<file path="src/rtl/rxbm_pkg.sv">
package rxbm_pkg;
  // Register byte offsets on the plain port
  localparam logic [7:0] OFS_CMD = 8'h00;
  localparam logic [7:0] OFS_RCR = 8'h04;
  localparam logic [7:0] OFS_TX_UPPER = 8'h08;
  localparam logic [7:0] OFS_RX_UPPER = 8'h0C;
  localparam logic [7:0] OFS_RING_UPPER = 8'h10;
  localparam logic [7:0] OFS_RING_START = 8'h14;
  localparam logic [7:0] OFS_RING_END = 8'h18;
  localparam logic [7:0] OFS_RING_RD = 8'h1C;
  localparam logic [7:0] OFS_RING_WR = 8'h20;
  localparam logic [7:0] OFS_CDA = 8'h24;
  localparam logic [7:0] OFS_CBA_LO = 8'h28;
  localparam logic [7:0] OFS_CBA_HI = 8'h2C;
  localparam logic [7:0] OFS_RWC_LO = 8'h30;
  localparam logic [7:0] OFS_RWC_HI = 8'h34;
  localparam logic [7:0] OFS_SEQ = 8'h38;
  localparam logic [7:0] OFS_STATUS = 8'h3C;
  // Command register bits
  localparam int CMD_RES_RD = 0;
  localparam int CMD_MODE32 = 1;
  // Status register bits
  localparam int ST_BUSY = 0;
  localparam int ST_EOL_HELD = 1;
  localparam int ST_RING_EMPTY = 2;
  localparam int ST_LIST_EXH = 3;
  // Descriptor field indices
  localparam logic [2:0] FLD_STATUS = 3'h0;
  localparam logic [2:0] FLD_COUNT = 3'h1;
  localparam logic [2:0] FLD_PTR_LO = 3'h2;
  localparam logic [2:0] FLD_PTR_HI = 3'h3;
  localparam logic [2:0] FLD_SEQ = 3'h4;
  localparam logic [2:0] FLD_DESC_LAST = 3'h5;
  localparam logic [2:0] FLD_LINK = 3'h6;
  localparam logic [2:0] FLD_OWN = 3'h7;
  localparam logic [2:0] FLD_RES_LAST = 3'h3;
  // Resource descriptor span in fields
  localparam logic [2:0] RES_FIELDS = 3'h4;
  // Reset values
  localparam logic [15:0] RST_WORD = 16'h0000;
  localparam logic [7:0] RST_BYTE = 8'h00;

  typedef struct packed {
    logic [7:0] flags;
    logic [15:0] byte_count;
    logic [15:0] words;
    logic last;
  } rxbm_pkt_s;

  typedef struct packed {
    logic we;
    logic [31:0] addr;
    logic [31:0] wdata;
  } rxbm_mreq_s;

  typedef enum {
    S_IDLE, S_RELINK, S_RELEASE, S_DESC, S_LINK, S_OWN, S_POST, S_RES, S_CMP
  } rxbm_state_e;
endpackage

</file>
<file path="src/rtl/rxbm_top.sv">
// Added by the designer: the address-and-strobe port and the placing of the registers.
`timescale 1ns/1ns
// Function
// After a stored packet write six descriptor words, read link, then write ownership.
// In 32-bit mode only low half carries data; upper half may be written.
// Status word is receive control config byte over received-packet flag byte.
// Byte count field holds full frame length, address through frame check.
// Packet pointer is the 32-bit buffer address at the packet's start.
// Sequence field holds buffer-area number high byte, packet number low byte.
// Packet number advances per packet; new buffer bumps area number, clears packet.
// Explicit resource-read command never advances the buffer-area number.
// Both sequence counters clear on reset and when software writes zero.
// Link field bits 15..1 point to next descriptor; bit 0 marks end of list.
// Host owns with non-zero; device zeroes ownership after advancing past it.
// On last descriptor keep ownership; release it after the next packet.
// Descriptor areas share one page; upper 16 bits from three upper registers.
// Software loads ring start and end, end being last entry plus four fields.
// Software loads ring read pointer and write pointer to vacant slot.
// Software sets write pointer only to entry start, ring start or ring end.
// Compare ring read and write pointers only after a whole entry is read.
// Ring pointers join the ring upper register to form full addresses.
// Ring entry is four contiguous fields: pointer low, high, count low, high.
// 32-bit mode needs even count; buffer pointer aligned to field width.
// Command bit fetches one entry into buffer and count registers, then clears.
// Device fetches next ring entry automatically when its buffer is used up.
// Software loads current descriptor address; joined with receive upper register.
// After an entry read advance read pointer four fields, wrapping at ring end.
// All pointer state sits in clocked registers with defined reset values.
module rxbm_top
  import rxbm_pkg::*;
(
  // Clock and reset
  input wire logic clock,
  input wire logic nrst,
  input wire logic ce,
  // Register port
  input wire logic [7:0] reg_addr,
  input wire logic [15:0] reg_wdata,
  input wire logic reg_wr,
  input wire logic reg_rd,
  output logic [15:0] reg_rdata,
  // Packet completion from the receive engine
  input wire logic pkt_done,
  input wire rxbm_pkt_s pkt,
  output logic pkt_ready,
  // System memory master
  output logic mem_req,
  output rxbm_mreq_s mem_cmd,
  input wire logic mem_ack,
  input wire logic [31:0] mem_rdata
);

  rxbm_state_e state;
  rxbm_pkt_s pk;
  logic [2:0] fidx;
  logic res_auto;
  logic cmd_res_rd;
  logic mode32;
  logic [7:0] rcr_cfg;
  logic [7:0] last_flags;
  logic [15:0] tx_list_upper_address;
  logic [15:0] rx_list_upper_address;
  logic [15:0] ring_upper_address;
  logic [15:0] ring_start;
  logic [15:0] ring_end_reg;
  logic [15:0] ring_read_pointer;
  logic [15:0] ring_write_pointer;
  logic [15:0] current_descriptor_address;
  logic [31:0] current_buffer_address;
  logic [31:0] remaining_word_count;
  logic [7:0] area_seq;
  logic [7:0] pkt_seq;
  logic [15:0] link_next;
  logic eol_held;
  logic ring_empty;
  logic list_exh;
  logic mem_done;
  logic needs_mem;
  rxbm_mreq_s next_cmd;
  logic [15:0] rd_mux;
  logic [15:0] next_ring_rd;

  // Field address inside a descriptor; fields are words or long words
  function automatic logic [15:0] fld(input logic [15:0] base, input logic [2:0] idx, input logic m32);
    fld = base + (m32 ? {11'h000, idx, 2'b00} : {12'h000, idx, 1'b0});
  endfunction

  assign mem_done = mem_req && mem_ack;

  always_comb begin
    next_ring_rd = fld(ring_read_pointer, RES_FIELDS, mode32);
    if (next_ring_rd == ring_end_reg) begin
      next_ring_rd = ring_start;
    end
  end

  // Memory request for the current state
  always_comb begin
    needs_mem = 1'b1;
    next_cmd.we = 1'b1;
    next_cmd.wdata = 32'h0000_0000;
    next_cmd.addr = {rx_list_upper_address, fld(current_descriptor_address, fidx, mode32)};
    unique case (state)
      S_RELINK: begin
        next_cmd.we = 1'b0;
        next_cmd.addr = {rx_list_upper_address, fld(current_descriptor_address, FLD_LINK, mode32)};
      end
      S_RELEASE, S_OWN: begin
        next_cmd.addr = {rx_list_upper_address, fld(current_descriptor_address, FLD_OWN, mode32)};
      end
      S_DESC: begin
        unique case (fidx)
          FLD_STATUS: next_cmd.wdata[15:0] = {rcr_cfg, pk.flags};
          FLD_COUNT: next_cmd.wdata[15:0] = pk.byte_count;
          FLD_PTR_LO: next_cmd.wdata[15:0] = current_buffer_address[15:0];
          FLD_PTR_HI: next_cmd.wdata[15:0] = current_buffer_address[31:16];
          FLD_SEQ: next_cmd.wdata[15:0] = {area_seq, pkt_seq};
          default: next_cmd.wdata[15:0] = RST_WORD;
        endcase
      end
      S_LINK: begin
        next_cmd.we = 1'b0;
        next_cmd.addr = {rx_list_upper_address, fld(current_descriptor_address, FLD_LINK, mode32)};
      end
      S_RES: begin
        next_cmd.we = 1'b0;
        next_cmd.addr = {ring_upper_address, fld(ring_read_pointer, fidx, mode32)};
      end
      S_IDLE, S_POST, S_CMP: needs_mem = 1'b0;
    endcase
  end

  // Memory master handshake: request held until acknowledged
  always_ff @(posedge clock or negedge nrst) begin
    if (!nrst) begin
      mem_req <= 1'b0;
      mem_cmd <= '0;
    end else if (ce) begin
      if (mem_req) begin
        if (mem_ack) begin
          mem_req <= 1'b0;
        end
      end else if (needs_mem) begin
        mem_req <= 1'b1;
        mem_cmd <= next_cmd;
      end
    end
  end

  // Software owned registers: config byte, mode, uppers, ring bounds and write pointer
  always_ff @(posedge clock or negedge nrst) begin
    if (!nrst) begin
      rcr_cfg <= RST_BYTE;
      mode32 <= 1'b0;
      tx_list_upper_address <= RST_WORD;
      rx_list_upper_address <= RST_WORD;
      ring_upper_address <= RST_WORD;
      ring_start <= RST_WORD;
      ring_end_reg <= RST_WORD;
      ring_write_pointer <= RST_WORD;
    end else if (ce && reg_wr) begin
      unique case (reg_addr)
        OFS_RCR: rcr_cfg <= reg_wdata[15:8];
        OFS_CMD: mode32 <= reg_wdata[CMD_MODE32];
        OFS_TX_UPPER: tx_list_upper_address <= reg_wdata;
        OFS_RX_UPPER: rx_list_upper_address <= reg_wdata;
        OFS_RING_UPPER: ring_upper_address <= reg_wdata;
        OFS_RING_START: ring_start <= reg_wdata;
        OFS_RING_END: ring_end_reg <= reg_wdata;
        OFS_RING_WR: ring_write_pointer <= reg_wdata;
        default: ;
      endcase
    end
  end

  // Descriptor and resource engine; hardware updates win over software writes
  always_ff @(posedge clock or negedge nrst) begin
    if (!nrst) begin
      state <= S_IDLE;
      pk <= '0;
      fidx <= 3'h0;
      res_auto <= 1'b0;
      cmd_res_rd <= 1'b0;
      pkt_ready <= 1'b0;
      last_flags <= RST_BYTE;
      ring_read_pointer <= RST_WORD;
      current_descriptor_address <= RST_WORD;
      current_buffer_address <= 32'h0000_0000;
      remaining_word_count <= 32'h0000_0000;
      area_seq <= RST_BYTE;
      pkt_seq <= RST_BYTE;
      link_next <= RST_WORD;
      eol_held <= 1'b0;
      ring_empty <= 1'b0;
      list_exh <= 1'b0;
    end else if (ce) begin
      if (reg_wr) begin
        unique case (reg_addr)
          OFS_CMD: cmd_res_rd <= reg_wdata[CMD_RES_RD] | cmd_res_rd;
          OFS_RING_RD: ring_read_pointer <= reg_wdata;
          OFS_CDA: current_descriptor_address <= reg_wdata;
          OFS_CBA_LO: current_buffer_address[15:0] <= reg_wdata;
          OFS_CBA_HI: current_buffer_address[31:16] <= reg_wdata;
          OFS_RWC_LO: remaining_word_count[15:0] <= reg_wdata;
          OFS_RWC_HI: remaining_word_count[31:16] <= reg_wdata;
          OFS_SEQ: begin
            area_seq <= reg_wdata[15:8];
            pkt_seq <= reg_wdata[7:0];
          end
          default: ;
        endcase
      end
      unique case (state)
        S_IDLE: begin
          fidx <= 3'h0;
          if (cmd_res_rd) begin
            pkt_ready <= 1'b0;
            res_auto <= 1'b0;
            state <= S_RES;
          end else if (pkt_done && pkt_ready) begin
            pkt_ready <= 1'b0;
            pk <= pkt;
            last_flags <= pkt.flags;
            state <= eol_held ? S_RELINK : S_DESC;
          end else begin
            pkt_ready <= 1'b1;
          end
        end
        S_RELINK: if (mem_done) begin
          if (mem_rdata[0]) begin
            list_exh <= 1'b1; // Still end of list: packet dropped
            state <= S_IDLE;
          end else begin
            list_exh <= 1'b0;
            link_next <= {mem_rdata[15:1], 1'b0};
            state <= S_RELEASE;
          end
        end
        S_RELEASE: if (mem_done) begin
          current_descriptor_address <= link_next;
          eol_held <= 1'b0;
          state <= S_DESC;
        end
        S_DESC: if (mem_done) begin
          if (fidx == FLD_DESC_LAST) begin
            state <= S_LINK;
          end else begin
            fidx <= fidx + 3'h1;
          end
        end
        S_LINK: if (mem_done) begin
          if (mem_rdata[0]) begin
            eol_held <= 1'b1;
            state <= S_POST;
          end else begin
            link_next <= {mem_rdata[15:1], 1'b0};
            state <= S_OWN;
          end
        end
        S_OWN: if (mem_done) begin
          current_descriptor_address <= link_next;
          state <= S_POST;
        end
        S_POST: begin
          current_buffer_address <= current_buffer_address + {15'h0000, pk.words, 1'b0};
          remaining_word_count <= remaining_word_count - {16'h0000, pk.words};
          pkt_seq <= pkt_seq + 8'h01;
          fidx <= 3'h0;
          res_auto <= 1'b1;
          state <= pk.last ? S_RES : S_IDLE;
        end
        S_RES: if (mem_done) begin
          unique case (fidx)
            3'h0: current_buffer_address[15:0] <= mem_rdata[15:0];
            3'h1: current_buffer_address[31:16] <= mem_rdata[15:0];
            3'h2: remaining_word_count[15:0] <= mem_rdata[15:0];
            default: remaining_word_count[31:16] <= mem_rdata[15:0];
          endcase
          if (fidx == FLD_RES_LAST) begin
            ring_read_pointer <= next_ring_rd;
            state <= S_CMP;
          end else begin
            fidx <= fidx + 3'h1;
          end
        end
        S_CMP: begin
          // Checked only once the whole entry is in, never mid-fetch
          ring_empty <= (ring_read_pointer == ring_write_pointer);
          if (res_auto) begin
            area_seq <= area_seq + 8'h01;
            pkt_seq <= RST_BYTE;
          end else begin
            cmd_res_rd <= 1'b0;
          end
          state <= S_IDLE;
        end
      endcase
    end
  end

  always_comb begin
    unique case (reg_addr)
      OFS_CMD: rd_mux = {14'h0000, mode32, cmd_res_rd};
      OFS_RCR: rd_mux = {rcr_cfg, last_flags};
      OFS_TX_UPPER: rd_mux = tx_list_upper_address;
      OFS_RX_UPPER: rd_mux = rx_list_upper_address;
      OFS_RING_UPPER: rd_mux = ring_upper_address;
      OFS_RING_START: rd_mux = ring_start;
      OFS_RING_END: rd_mux = ring_end_reg;
      OFS_RING_RD: rd_mux = ring_read_pointer;
      OFS_RING_WR: rd_mux = ring_write_pointer;
      OFS_CDA: rd_mux = current_descriptor_address;
      OFS_CBA_LO: rd_mux = current_buffer_address[15:0];
      OFS_CBA_HI: rd_mux = current_buffer_address[31:16];
      OFS_RWC_LO: rd_mux = remaining_word_count[15:0];
      OFS_RWC_HI: rd_mux = remaining_word_count[31:16];
      OFS_SEQ: rd_mux = {area_seq, pkt_seq};
      OFS_STATUS: rd_mux = {12'h000, list_exh, ring_empty, eol_held, state != S_IDLE};
      default: rd_mux = RST_WORD;
    endcase
  end

  // Read data valid only in the cycle after the strobe
  always_ff @(posedge clock or negedge nrst) begin
    if (!nrst) begin
      reg_rdata <= RST_WORD;
    end else if (ce) begin
      reg_rdata <= reg_rd ? rd_mux : RST_WORD;
    end
  end

endmodule // rxbm_top

</file>
<file path="config.mk">
export PLATFORM = sky130hd
export DESIGN_NAME = rxbm_top
export DESIGN_NICKNAME = d
export VERILOG_FILES = /design/src/rtl/rxbm_pkg.sv /design/src/rtl/rxbm_top.sv
export SDC_FILE = /design/constraint.sdc
export NUM_CORES = 1
export LEC_CHECK = 0
export BUFFER_PORTS_ARGS = -buffer_cell sky130_fd_sc_hd__buf_4
export CORE_ASPECT_RATIO = 1.2
export CORE_MARGIN = 5
export CORE_UTILIZATION = 30
export CTS_BUF_LIST = sky130_fd_sc_hd__clkbuf_2
export DETAILED_ROUTE_END_ITERATION = 6
export SKIP_LAST_GASP = 1
export SYNTH_ARGS = -nofsm -noshare
export SYNTH_HDL_FRONTEND = slang
export SYNTH_SLANG_ARGS = --single-unit
export TNS_END_PERCENT = 50
</file>
<file path="constraint.sdc">
create_clock -name clock -period 5.08 [get_ports clock]
set_input_delay 0.762 -clock clock [delete_from_list [all_inputs] [get_ports clock]]
set_output_delay 0.762 -clock clock [all_outputs]
set_load 0.01 [all_outputs]
</file>
# Word level (Yosys, flattened, before mapping)
# Cells that the tools add are included.
dict set report totals {
  reg_bits 380
  inputBits 104
  out_inout_bits 83
  word_cells 202
}
dict set report op_classes {
  n_addsub 10
  n_eq_ne 43
  muxes 78
  n_bitwise 5
  reduce_logical 34
}
# op count
set op_table {}
lappend op_table {{$mux 32} 14}
lappend op_table {{$mux 16} 20}
lappend op_table {{$pmux 32 s9} 1}
lappend op_table {{$pmux 16 s16} 1}
lappend op_table {{$eq 32x3->1 const B} 4}
lappend op_table {{$pmux 32 s2} 2}
lappend op_table {{$pmux 32 s3} 1}
lappend op_table {{$pmux 16 s5} 1}
lappend op_table {{$add 16x5->16} 4}
lappend op_table {{$eq 32x2->1 const B} 2}
lappend op_table {{$eq 8x6->1 const B} 8}
lappend op_table {{$mux 8} 7}
lappend op_table {{$add 32x17->32} 1}
lappend op_table {{$eq 16x16->1} 2}
lappend op_table {{$eq 32x1->1 const B} 1}
lappend op_table {{$eq 32x4->1 const B} 1}
lappend op_table {{$eq 8x5->1 const B} 4}
lappend op_table {{$logic_not 32->1} 1}
lappend op_table {{$reduce_bool 32->1} 1}
lappend op_table {{$sub 32x16->32} 1}
lappend op_table {{$ne 2x2->1 const B} 12}
lappend op_table {{$mux 5} 4}
lappend op_table {{$reduce_and 2->1} 10}
lappend op_table {{$add 16x16->16} 1}
lappend op_table {{28 further kinds} 66}

# Depth between registers and ports, before layout
# Gate-level depths: netlist of the first run.
dict set report logic_depth {
  depth_word 7
  mapped_depth 14
  depth_no_buf 13
}

# Least setup slack after synthesis of the first run
# No wires, ideal clock.
dict set report synth_timing {
  path_type {reg2reg}
  startpoint {reg mode32}
  endpoint {reg ring_read_pointer[1]}
  setup_time_ps 137
  arrival_time_ps 3192
  t_required_ps 4943
  setup_slack_ps 1751
  stages_incl_launch_ff 14
  path_buffers 2
  period_less_slack_ps 3329
  cell_sequence {dfrtp_1 -> clkbuf_1 -> inv_1 -> ha_1 -> fa_1 -> xnor2_1 -> o311ai_0 -> nor4_1 -> nand4_1 -> nor4_1 -> nand3_1 -> buf_2 -> o31ai_1 -> a2bb2oi_1}
}
dict set report synth_via {
  elab_chain_cells 7
}
# item line_no
set synth_lines {}
lappend synth_lines {{start: declaration} rxbm_top.sv:58} ;# logic mode32;
lappend synth_lines {{start signal: assignment} rxbm_top.sv:164} ;# OFS_CMD: mode32 <= reg_wdata[CMD_MODE32];
lappend synth_lines {{$mux 5} rxbm_top.sv:85} ;# fld = base + (m32 ? {11'h000, idx, 2'b00} : {12'h000, idx, 1'b0});
lappend synth_lines {{$add 16x5->16} rxbm_top.sv:85}
lappend synth_lines {{$eq 16x16->1} rxbm_top.sv:92} ;# if (next_ring_rd == ring_end_reg) begin
lappend synth_lines {{$mux 16} rxbm_top.sv:92}
lappend synth_lines {{$mux 16} rxbm_top.sv:279} ;# if (fidx == FLD_RES_LAST) begin
lappend synth_lines {{$mux 16} rxbm_top.sv:272} ;# S_RES: if (mem_done) begin
lappend synth_lines {{$mux 16} rxbm_top.sv:213} ;# unique case (state)
lappend synth_lines {{end signal: assignment} rxbm_top.sv:200} ;# OFS_RING_RD: ring_read_pointer <= reg_wdata;
lappend synth_lines {{end signal: assignment} rxbm_top.sv:280} ;# ring_read_pointer <= next_ring_rd;
lappend synth_lines {{end: declaration} rxbm_top.sv:66} ;# logic [15:0] ring_read_pointer;
# No other way between the ends.
# A chain may end at the register's enable or synchronous reset.

# Worst setup path after layout of the first run
dict set report layout_timing {
  startpoint {reg state[3]}
  endpoint {reg mem_cmd[42] (netlist bit)}
}
dict set report layout_via {
  elab_chain_cells 4
  word_cells_on_any_way 14
  cone_classes {eq/ne: 7; mux: 1; bitwise: 1; reduce/logical: 5}
}
# item line_no
set layout_lines {}
lappend layout_lines {{start: declaration} rxbm_top.sv:53} ;# rxbm_state_e state;
lappend layout_lines {{start signal: assignment} rxbm_top.sv:224} ;# state <= eol_held ? S_RELINK : S_DESC;
lappend layout_lines {{start signal: assignment} rxbm_top.sv:270} ;# state <= pk.last ? S_RES : S_IDLE;
lappend layout_lines {{$eq 32x4->1 (tied with other cells)} rxbm_top.sv:103} ;# unique case (state)
lappend layout_lines {{$reduce_or 3->1} rxbm_top.sv:103}
lappend layout_lines {{$not 1->1 (no source line)} n/a}
lappend layout_lines {{$reduce_and 3->1 (no source line)} n/a}
lappend layout_lines {{end signal: assignment} rxbm_top.sv:145} ;# mem_cmd <= next_cmd;
lappend layout_lines {{end: declaration} rxbm_top.sv:48} ;# output rxbm_mreq_s mem_cmd,
# Parallel ways exist; a longest one is shown, timed or not.

==> flow_metrics.env, run 1 <==
export IMPL_initial_core_util=0.301
export IMPL_reg_top3="mem_cmd: 49 flops, pk: 33 flops"
export IMPL_critPathSlowestCell="dfrtp_1"
export IMPL_htreeDepth=3
export IMPL_fin_crit_ps=3940
export IMPL_place_gp_congestion=0.951
export IMPL_drive_above_1_share=0.206
export IMPL_synth_area_mux_share=0.0886
export IMPL_fin_crit_sh=0.775
export IMPL_syn_avg_cell_area_um2=9.30
export IMPL_antenna_found_initial=2
export IMPL_die_x_um=251
export IMPL_startpoint="state[3]"
export IMPL_ir_worst_vdd_v=0.000192
export IMPL_path_cells="nor2b_1 -> nand2_1 -> o21ai_0 -> a221oi_1 -> ha_1 -> a21o_1 -> a21oi_1 -> nor2b_1 -> nor2_1 -> nor2_1 -> and3_1 -> xnor2_1 -> o221ai_1"
export IMPL_grt_max_degree=105
export IMPL_async_flop_share=1.00
export IMPL_core_area_mm2=0.0694
export IMPL_synth_compound_area_share=0.229
export IMPL_hold_violations=0
export IMPL_yosys_top_cells_area="dfrtp_1 (42%), mux2_2 (8.0%), a22oi_1 (5.1%), nand2_1 (4.7%), o21ai_0 (3.6%)"
export IMPL_io_pins=187
export IMPL_finalSetupTns_ps=0
export IMPL_critPathKind="reg2reg"
export IMPL_dp_hpwl_mm=66.5
export IMPL_max_freq_mhz=254
export IMPL_worstHoldStart="reg_wdata[10]"
export IMPL_cp_arrival_ps=4960
export IMPL_cts_repair_resized=0
export IMPL_r2r_start="state[3]"
export IMPL_cts_tree="yes"
export IMPL_max_stage_delay_ps=770
export IMPL_grt_setup_unrepaired="no"
export IMPL_hold_class="in2reg"
export IMPL_layout_nets=2620
export IMPL_clockBufferDepth=3
export IMPL_mappedNetlistArea_mm2=0.0209
export IMPL_synthAdderAreaFrac=0.0342
export IMPL_cts_buffers=93
export IMPL_synth_top_cell_area_share=0.422
export IMPL_synth_seq_area_share=0.422
export IMPL_wl_mm=90.6
export IMPL_synth_top_family_by_area="compound AO/OA/AOI/OAI gates"
export IMPL_synth_simple_area_share=0.145
export IMPL_status="finished with violations"
export IMPL_grt_usage=0.233
export IMPL_drc=2
export IMPL_finalPower_uw=10900
export IMPL_largest_register_ffs=49
export IMPL_synth_xor_area_share=0.0389
export IMPL_grt_pass1_wl_mm=133
export IMPL_critPathRequiredTime_ps=6100
export IMPL_grt_overflow=0
export IMPL_cap_viol_max_count=0
export IMPL_dieHeight_um=299
export IMPL_violations="DRC"
export IMPL_syn_instance_count=2244
export IMPL_avgRoutedWirePerCell_um=26.3
export IMPL_vias=20300
export IMPL_synth_distinct_cells=81
export IMPL_regMostFlops="mem_cmd"
export IMPL_cp_start_kind="register"
export IMPL_finalInstanceArea_mm2=0.0245
export IMPL_pwr_density_cell_mw_per_mm2=443
export IMPL_rows=106
export IMPL_worstSetupEndpointType="register"
export IMPL_yosysWarnings=0
export IMPL_cts_sinks=352
export IMPL_drtPass1Iterations=7
export IMPL_tightest_slew_ps=1190
export IMPL_hold_ws_ps=125
export IMPL_vias_per_cell=5.88
export IMPL_setup_viol=0
export IMPL_cts_root_buf="clkbuf_2"
export IMPL_p_leak_uw=0.0110
export IMPL_dieArea_mm2=0.0749
export IMPL_worstPathMaxFanout=22
export IMPL_ant_nets=0
export IMPL_slew_headroom=0.203
export IMPL_drtIter0Drc=2819
export IMPL_synth_edf_count=0
export IMPL_slew_viol_final=0
export IMPL_dp_cells=3212
export IMPL_synth_ff_type="dfrtp_1"
export IMPL_yosysTopAreaCell="dfrtp_1"
export IMPL_fin_skew_ps=167
export IMPL_clk_pin_slew_ps=100
export IMPL_worstSkewPairLatency_ps=1210
export IMPL_io_buffers=154
export IMPL_ys_ff_latch=352
export IMPL_stdcell_count=3446
export IMPL_grt_pass1_vias=20100
export IMPL_place_area_mm2=0.0230
export IMPL_syn_to_final_growth_pct=17.5
==> stage by stage <==
step                 util  worst slack, ps
floorplan               -             1750
global placement    0.331             1070
detailed placement  0.331             1060
CTS                 0.353             1150
global route        0.353              819
finish              0.353             1140
==> cell usage after synthesis, types with 25 or more instances <==
cell        n
dfrtp_1   352
nand2_1   260
nor2_1    173
o21ai_0   150
mux2_2    149
a22oi_1   141
clkbuf_1  139
a21oi_1   111
nand3_1    83
ha_1       49
xor2_1     48
inv_1      43
xnor2_1    42
a22o_1     36
o22ai_1    36
a31oi_1    32
nor3_1     27
a222oi_1   25
==> cells in the final DEF, fill, tap and decap left out, types with 20 or more instances in the layout <==
cell           instances
a21o_1                22
a21oi_1              111
a222oi_1              25
a22o_1                36
a22oi_1              141
a31oi_1               32
buf_4                200
clkbuf_2             135
dfrtp_1              352
dlygate4sd3_1         73
ha_1                  49
inv_1                 43
mux2_2               149
nand2_1              260
nand3_1               83
nand4_1               22
nor2_1               172
nor3_1                25
o21ai_0              150
o22ai_1               36
o2bb2ai_1             20
xnor2_1               42
xor2_1                48
==> logic make-up after synthesis <==
logic type,after synthesis
AO/OA/AOI/OAI,699
buffers and inverters,213
flip-flops,352
other,1
AND/OR/NAND/NOR,668
multiplexers,166
XOR/XNOR,91
adder cells (fa/ha/maj),54
==> worst paths after layout <==
| kind | cells past startpoint | to | slack, ps |
|---|---|---|---|
| setup / recovery | 13 | mem_cmd[42] | 1140 |
| hold / removal | 3 | ring_read_pointer[10] | 130 |
| setup reg to reg | 13 | mem_cmd[42] | 1140 |
| hold reg to reg | 2 | mem_cmd[12] | 480 |
| max in group asynchronous | 3 | remaining_word_count[31] | 3560 |
| min in group asynchronous | 2 | pk[19] | 270 |
==> layout make-up <==
class | instances | area [um2]
Antenna cell | 3 | 7.51
Clock buffer | 135 | 676
Clock inverter | 23 | 143
Fill cell | 7057 | 44900
Inverter | 44 | 165
Multi-Input combinational cell | 1694 | 11300
Sequential cell | 352 | 8810
Tap cell | 918 | 1150
Timing Repair Buffer | 277 | 2310
==> repair_timing <==
item                                    4_1_cts  5_1_grt
endpoints found under the setup margin        0        0
hold buffers                                 73        0
buffers inserted                              0        0
hold endpoints to repair                    270        0
==> metal layers <==
metal / track usage / vias up / wire length [um]
li1: - / 8823 / -
met1: 0.300 / 9988 / 35400
met2: 0.370 / 1211 / 41300
met3: 0.0393 / 243 / 8110
met4: 0.136 / 0 / 5800
met5: 0 / - / 0
==> worst max-delay path: cells and delay by family (launching register included) <==
kind / cells / cell delay, ps
compound gates: 5 / 1410
xor+xnor: 1 / 150
fa+ha+maj: 1 / 370
flops: 1 / 770
simple gates: 6 / 1200
==> power by group <==
part	switching [uW]	total, uW	internal [uW]
Clock	1290	2060	774
Sequential	1050	4410	3370
Combinational	2640	4380	1740
Total	4980	10900	5880
(Power assumes the default switching activity.)
==> inputs of run 2 (changes only) <==
Settings changed: ABC_AREA from default to 1.
Clock period 5.08 ns to 3.5 ns, I/O delays scaled along.
==> run 2 against run 1 <==
Effect of this change:
- the flow now finishes without violations
- design area increased by 9.5%
- clock skew decreased by 30 ps
- via count increased by 19%
- worst setup slack got worse by 770 ps
- critical path depth increased by 11
- core utilization increased by 0.56 points
- sequential power increased by 29%
- non-clock buffer count increased by 46
- combinational power increased by 58%
- die area increased by 7.5%
- critical path type unchanged
- critical endpoint is now mem_cmd[44]
- largest power group is now combinational cells
- highest routed layer unchanged
==> flow_metrics.env, run 2 <==
export IMPL_cap_viol_max_count=0
export IMPL_p_sw_uw=7330
export IMPL_cts_buffers=96
export IMPL_synth_top_cell_area_share=0.392
export IMPL_stdcell_count=4454
export IMPL_cts_root_buf="clkbuf_2"
export IMPL_fin_crit_ps=3130
export IMPL_ys_ff_latch=352
export IMPL_finalSetupTns_ps=0
export IMPL_critPathRequiredTime_ps=4540
export IMPL_grt_max_degree=146
export IMPL_worstSkewPairLatency_ps=1240
export IMPL_hold_class="in2reg"
export IMPL_largest_register_ffs=49
export IMPL_switching_share=0.466
export IMPL_fin_util=0.359
export IMPL_syn_to_final_growth_pct=19.3
export IMPL_place_gp_congestion=1.04
export IMPL_synth_ff_type="dfrtp_1"
export IMPL_cp_start_kind="register"
export IMPL_critPathKind="reg2reg"
export IMPL_synth_distinct_cells=59
export IMPL_fin_crit_sh=0.894
export IMPL_yosysWarnings=0
export IMPL_synth_edf_count=0
export IMPL_grt_pass1_wl_mm=150
export IMPL_hold_violations=0
export IMPL_critPathSlowestCell="dfrtp_1"
export IMPL_vias_per_cell=5.43
export IMPL_tightest_slew_ps=1210
export IMPL_cp_arrival_ps=4170
export IMPL_fillers=7973
export IMPL_drc=0
export IMPL_yosysMostFrequentCell="nand2_1"
export IMPL_initial_core_util=0.301
export IMPL_drtIter0Drc=2740
export IMPL_die_x_um=260
export IMPL_drtPass1Iterations=6
export IMPL_fin_skew_ps=137
export IMPL_clockBufferDepth=3
export IMPL_cts_tree="yes"
export IMPL_pwr_share_seq=0.360
export IMPL_grt_overflow=0
export IMPL_drive_above_1_share=0.136
export IMPL_critPathTopFamily="simple AND/OR/NAND/NOR gates"
export IMPL_clk_pin_slew_ps=110
export IMPL_p_leak_uw=0.0125
export IMPL_max_freq_mhz=320
export IMPL_io_buffers=154
export IMPL_avgRoutedWirePerCell_um=23.2
export IMPL_syn_instance_count=3078
export IMPL_setup_ws_ps=372
export IMPL_io_pins=187
export IMPL_ant_nets=0
export IMPL_slew_headroom=0.190
export IMPL_antenna_found_initial=13
export IMPL_power_frac_comb=0.438
export IMPL_worstPathMaxFanout=4
export IMPL_grt_pass1_vias=23000
export IMPL_yosys_top_cells_area="dfrtp_1 (39%), nand2_1 (11%), o21ai_0 (9.1%), inv_1 (5.4%), nor2_1 (4.2%)"
export IMPL_rows=110
export IMPL_cts_sinks=352
export IMPL_max_stage_delay_ps=400
export IMPL_htreeDepth=3
export IMPL_most_common_layout_cells="nand2_1 (671), o21ai_0 (406), dfrtp_1 (351), inv_1 (322), nor2_1 (250)"
export IMPL_cp_num_buf_inv=5
export IMPL_pwr_share_clk=0.202
export IMPL_path_cells="inv_2 -> nor2_1 -> inv_2 -> nor2_1 -> inv_1 -> nor2_1 -> nor2_2 -> inv_1 -> nor2_1 -> inv_1 -> or2_2 -> ha_1 -> nand3_1 -> nand3_1 -> nand2_1 -> a21oi_2 -> nand2_1 -> nor2_2 -> nand2_1 -> nor2_1 -> nand3_1 -> nand3_1 -> nand3_1 -> nand2_1"
export IMPL_dp_cells=4166
export IMPL_syn_avg_cell_area_um2=7.31
export IMPL_yosys_top_cells_count="nand2_1 (671), o21ai_0 (407), dfrtp_1 (352), inv_1 (324), nor2_1 (253)"
export IMPL_r2r_setup_slack_ps=370
export IMPL_vias=24200
export IMPL_grt_usage=0.248
export IMPL_reg_top3="mem_cmd: 49 flops, pk: 33 flops"
export IMPL_dp_hpwl_mm=77.9
export IMPL_dieHeight_um=310
export IMPL_synth_seq_area_share=0.392
export IMPL_internal_power_uw=8420
export IMPL_final_common_cell="nand2_1"
export IMPL_slew_viol_final=0
export IMPL_dpl_worst_slack_ps=242
export IMPL_mappedNetlistArea_mm2=0.0225
export IMPL_async_flop_share=1.00
export IMPL_status="completed"
export IMPL_regMostFlops="mem_cmd"
export IMPL_core_area_mm2=0.0747
export IMPL_wl_mm=103
export IMPL_setup_viol=0
export IMPL_yosysTopAreaCell="dfrtp_1"
export IMPL_layout_nets=3518
export IMPL_ir_worst_vdd_v=0.000241
export IMPL_dieArea_mm2=0.0806
export IMPL_worstSetupEndpointType="register"
export IMPL_pwr_density_cell_mw_per_mm2=587
## run 2: cell types whose count changed after synthesis, sizes merged, moves of 31 or more
cell    before  now
nand2      260  680
inv         43  340
o21ai      150  431
mux2       149   30
a22oi      141   23
nor2       173  267
nand3       83  156
a21oi      111  176
o22ai       36  100
clkbuf     139   84
buf         30   70
a22o        36    1
o211ai       8   39
## run 2: per-layer routing
layer | routed length, um | track usage | vias up
met5 | 0 | 0 | -
met4 | 8200 | 0.162 | 0
met3 | 9500 | 0.0503 | 354
met2 | 47000 | 0.402 | 1320
met1 | 38700 | 0.302 | 11500
li1 | - | - | 11100
## run 2: cell families after synthesis
logic type                 share of synthesized area
and+or+nand+nor                                0.224
DFF                                            0.392
xor gates and xnor gates                      0.0164
adders and majority gates                     0.0317
other                                       0.000167
buffers and inverters                         0.0901
AOI/OAI and AO/OA                              0.231
muxes                                         0.0150
## run 2: final cells by class
type                    count  area, um2  area share
diodes                     10       25.0    0.000933
clock buffers             127        636      0.0237
clock inverters            47        265     0.00989
inverters                 344       1290      0.0481
multi-input cells        2243      11700       0.437
flip-flops and latches    352       8810       0.328
well taps                1008       1260      0.0470
repair buffers            323       2810       0.105
## run 2: power by group through the flow
| stage | clock network (uW) | registers [uW] | logic [uW] |
|---|---|---|---|
| 2_1_floorplan | 0 | 5500 | 4300 |
| 3_3_place_gp | 0 | 5700 | 6600 |
| 3_5_place_dp | 0 | 5720 | 6650 |
| 4_1_cts | 3250 | 5640 | 6770 |
| 5_1_grt | 3450 | 5750 | 7580 |
| 6_report | 3180 | 5670 | 6900 |
## run 2: worst min-delay path: stages
cell and delay (ps):
buf_4 120, nor3_1 90, nand2_1 190, nor2_1 110, nand2_1 60, o21ai_0 60
## run 2: timing repair
item | 4_1_cts | 5_1_grt
setup endpoints to repair | 0 | 9
gates resized for setup | 0 | 8
endpoints found under the hold margin | 567 | 0
hold buffers | 102 | 0
setup buffers | 0 | 2
## run 2: final timing paths
check                        startpoint            to  cells after the start
max                            state[2]   mem_cmd[44]                     24
min                         reg_addr[4]        mode32                      6
max reg2reg                    state[2]   mem_cmd[44]                     24
min reg2reg                reg_rdata[3]  reg_rdata[3]                      2
max in group asynchronous          nrst        pk[11]                      4
min in group asynchronous          nrst        pk[18]                      4
## run 2: stage by stage
stage / total power (uW) / hold WS, ps / cell area [um2]
2_1_floorplan: 9800 / 229 / 22600
3_3_place_gp: 12300 / 466 / 24800
3_5_place_dp: 12400 / 469 / 24800
4_1_cts: 15700 / 3.64 / 26800
5_1_grt: 16800 / 63.5 / 26800
6_report: 15700 / 120 / 26800
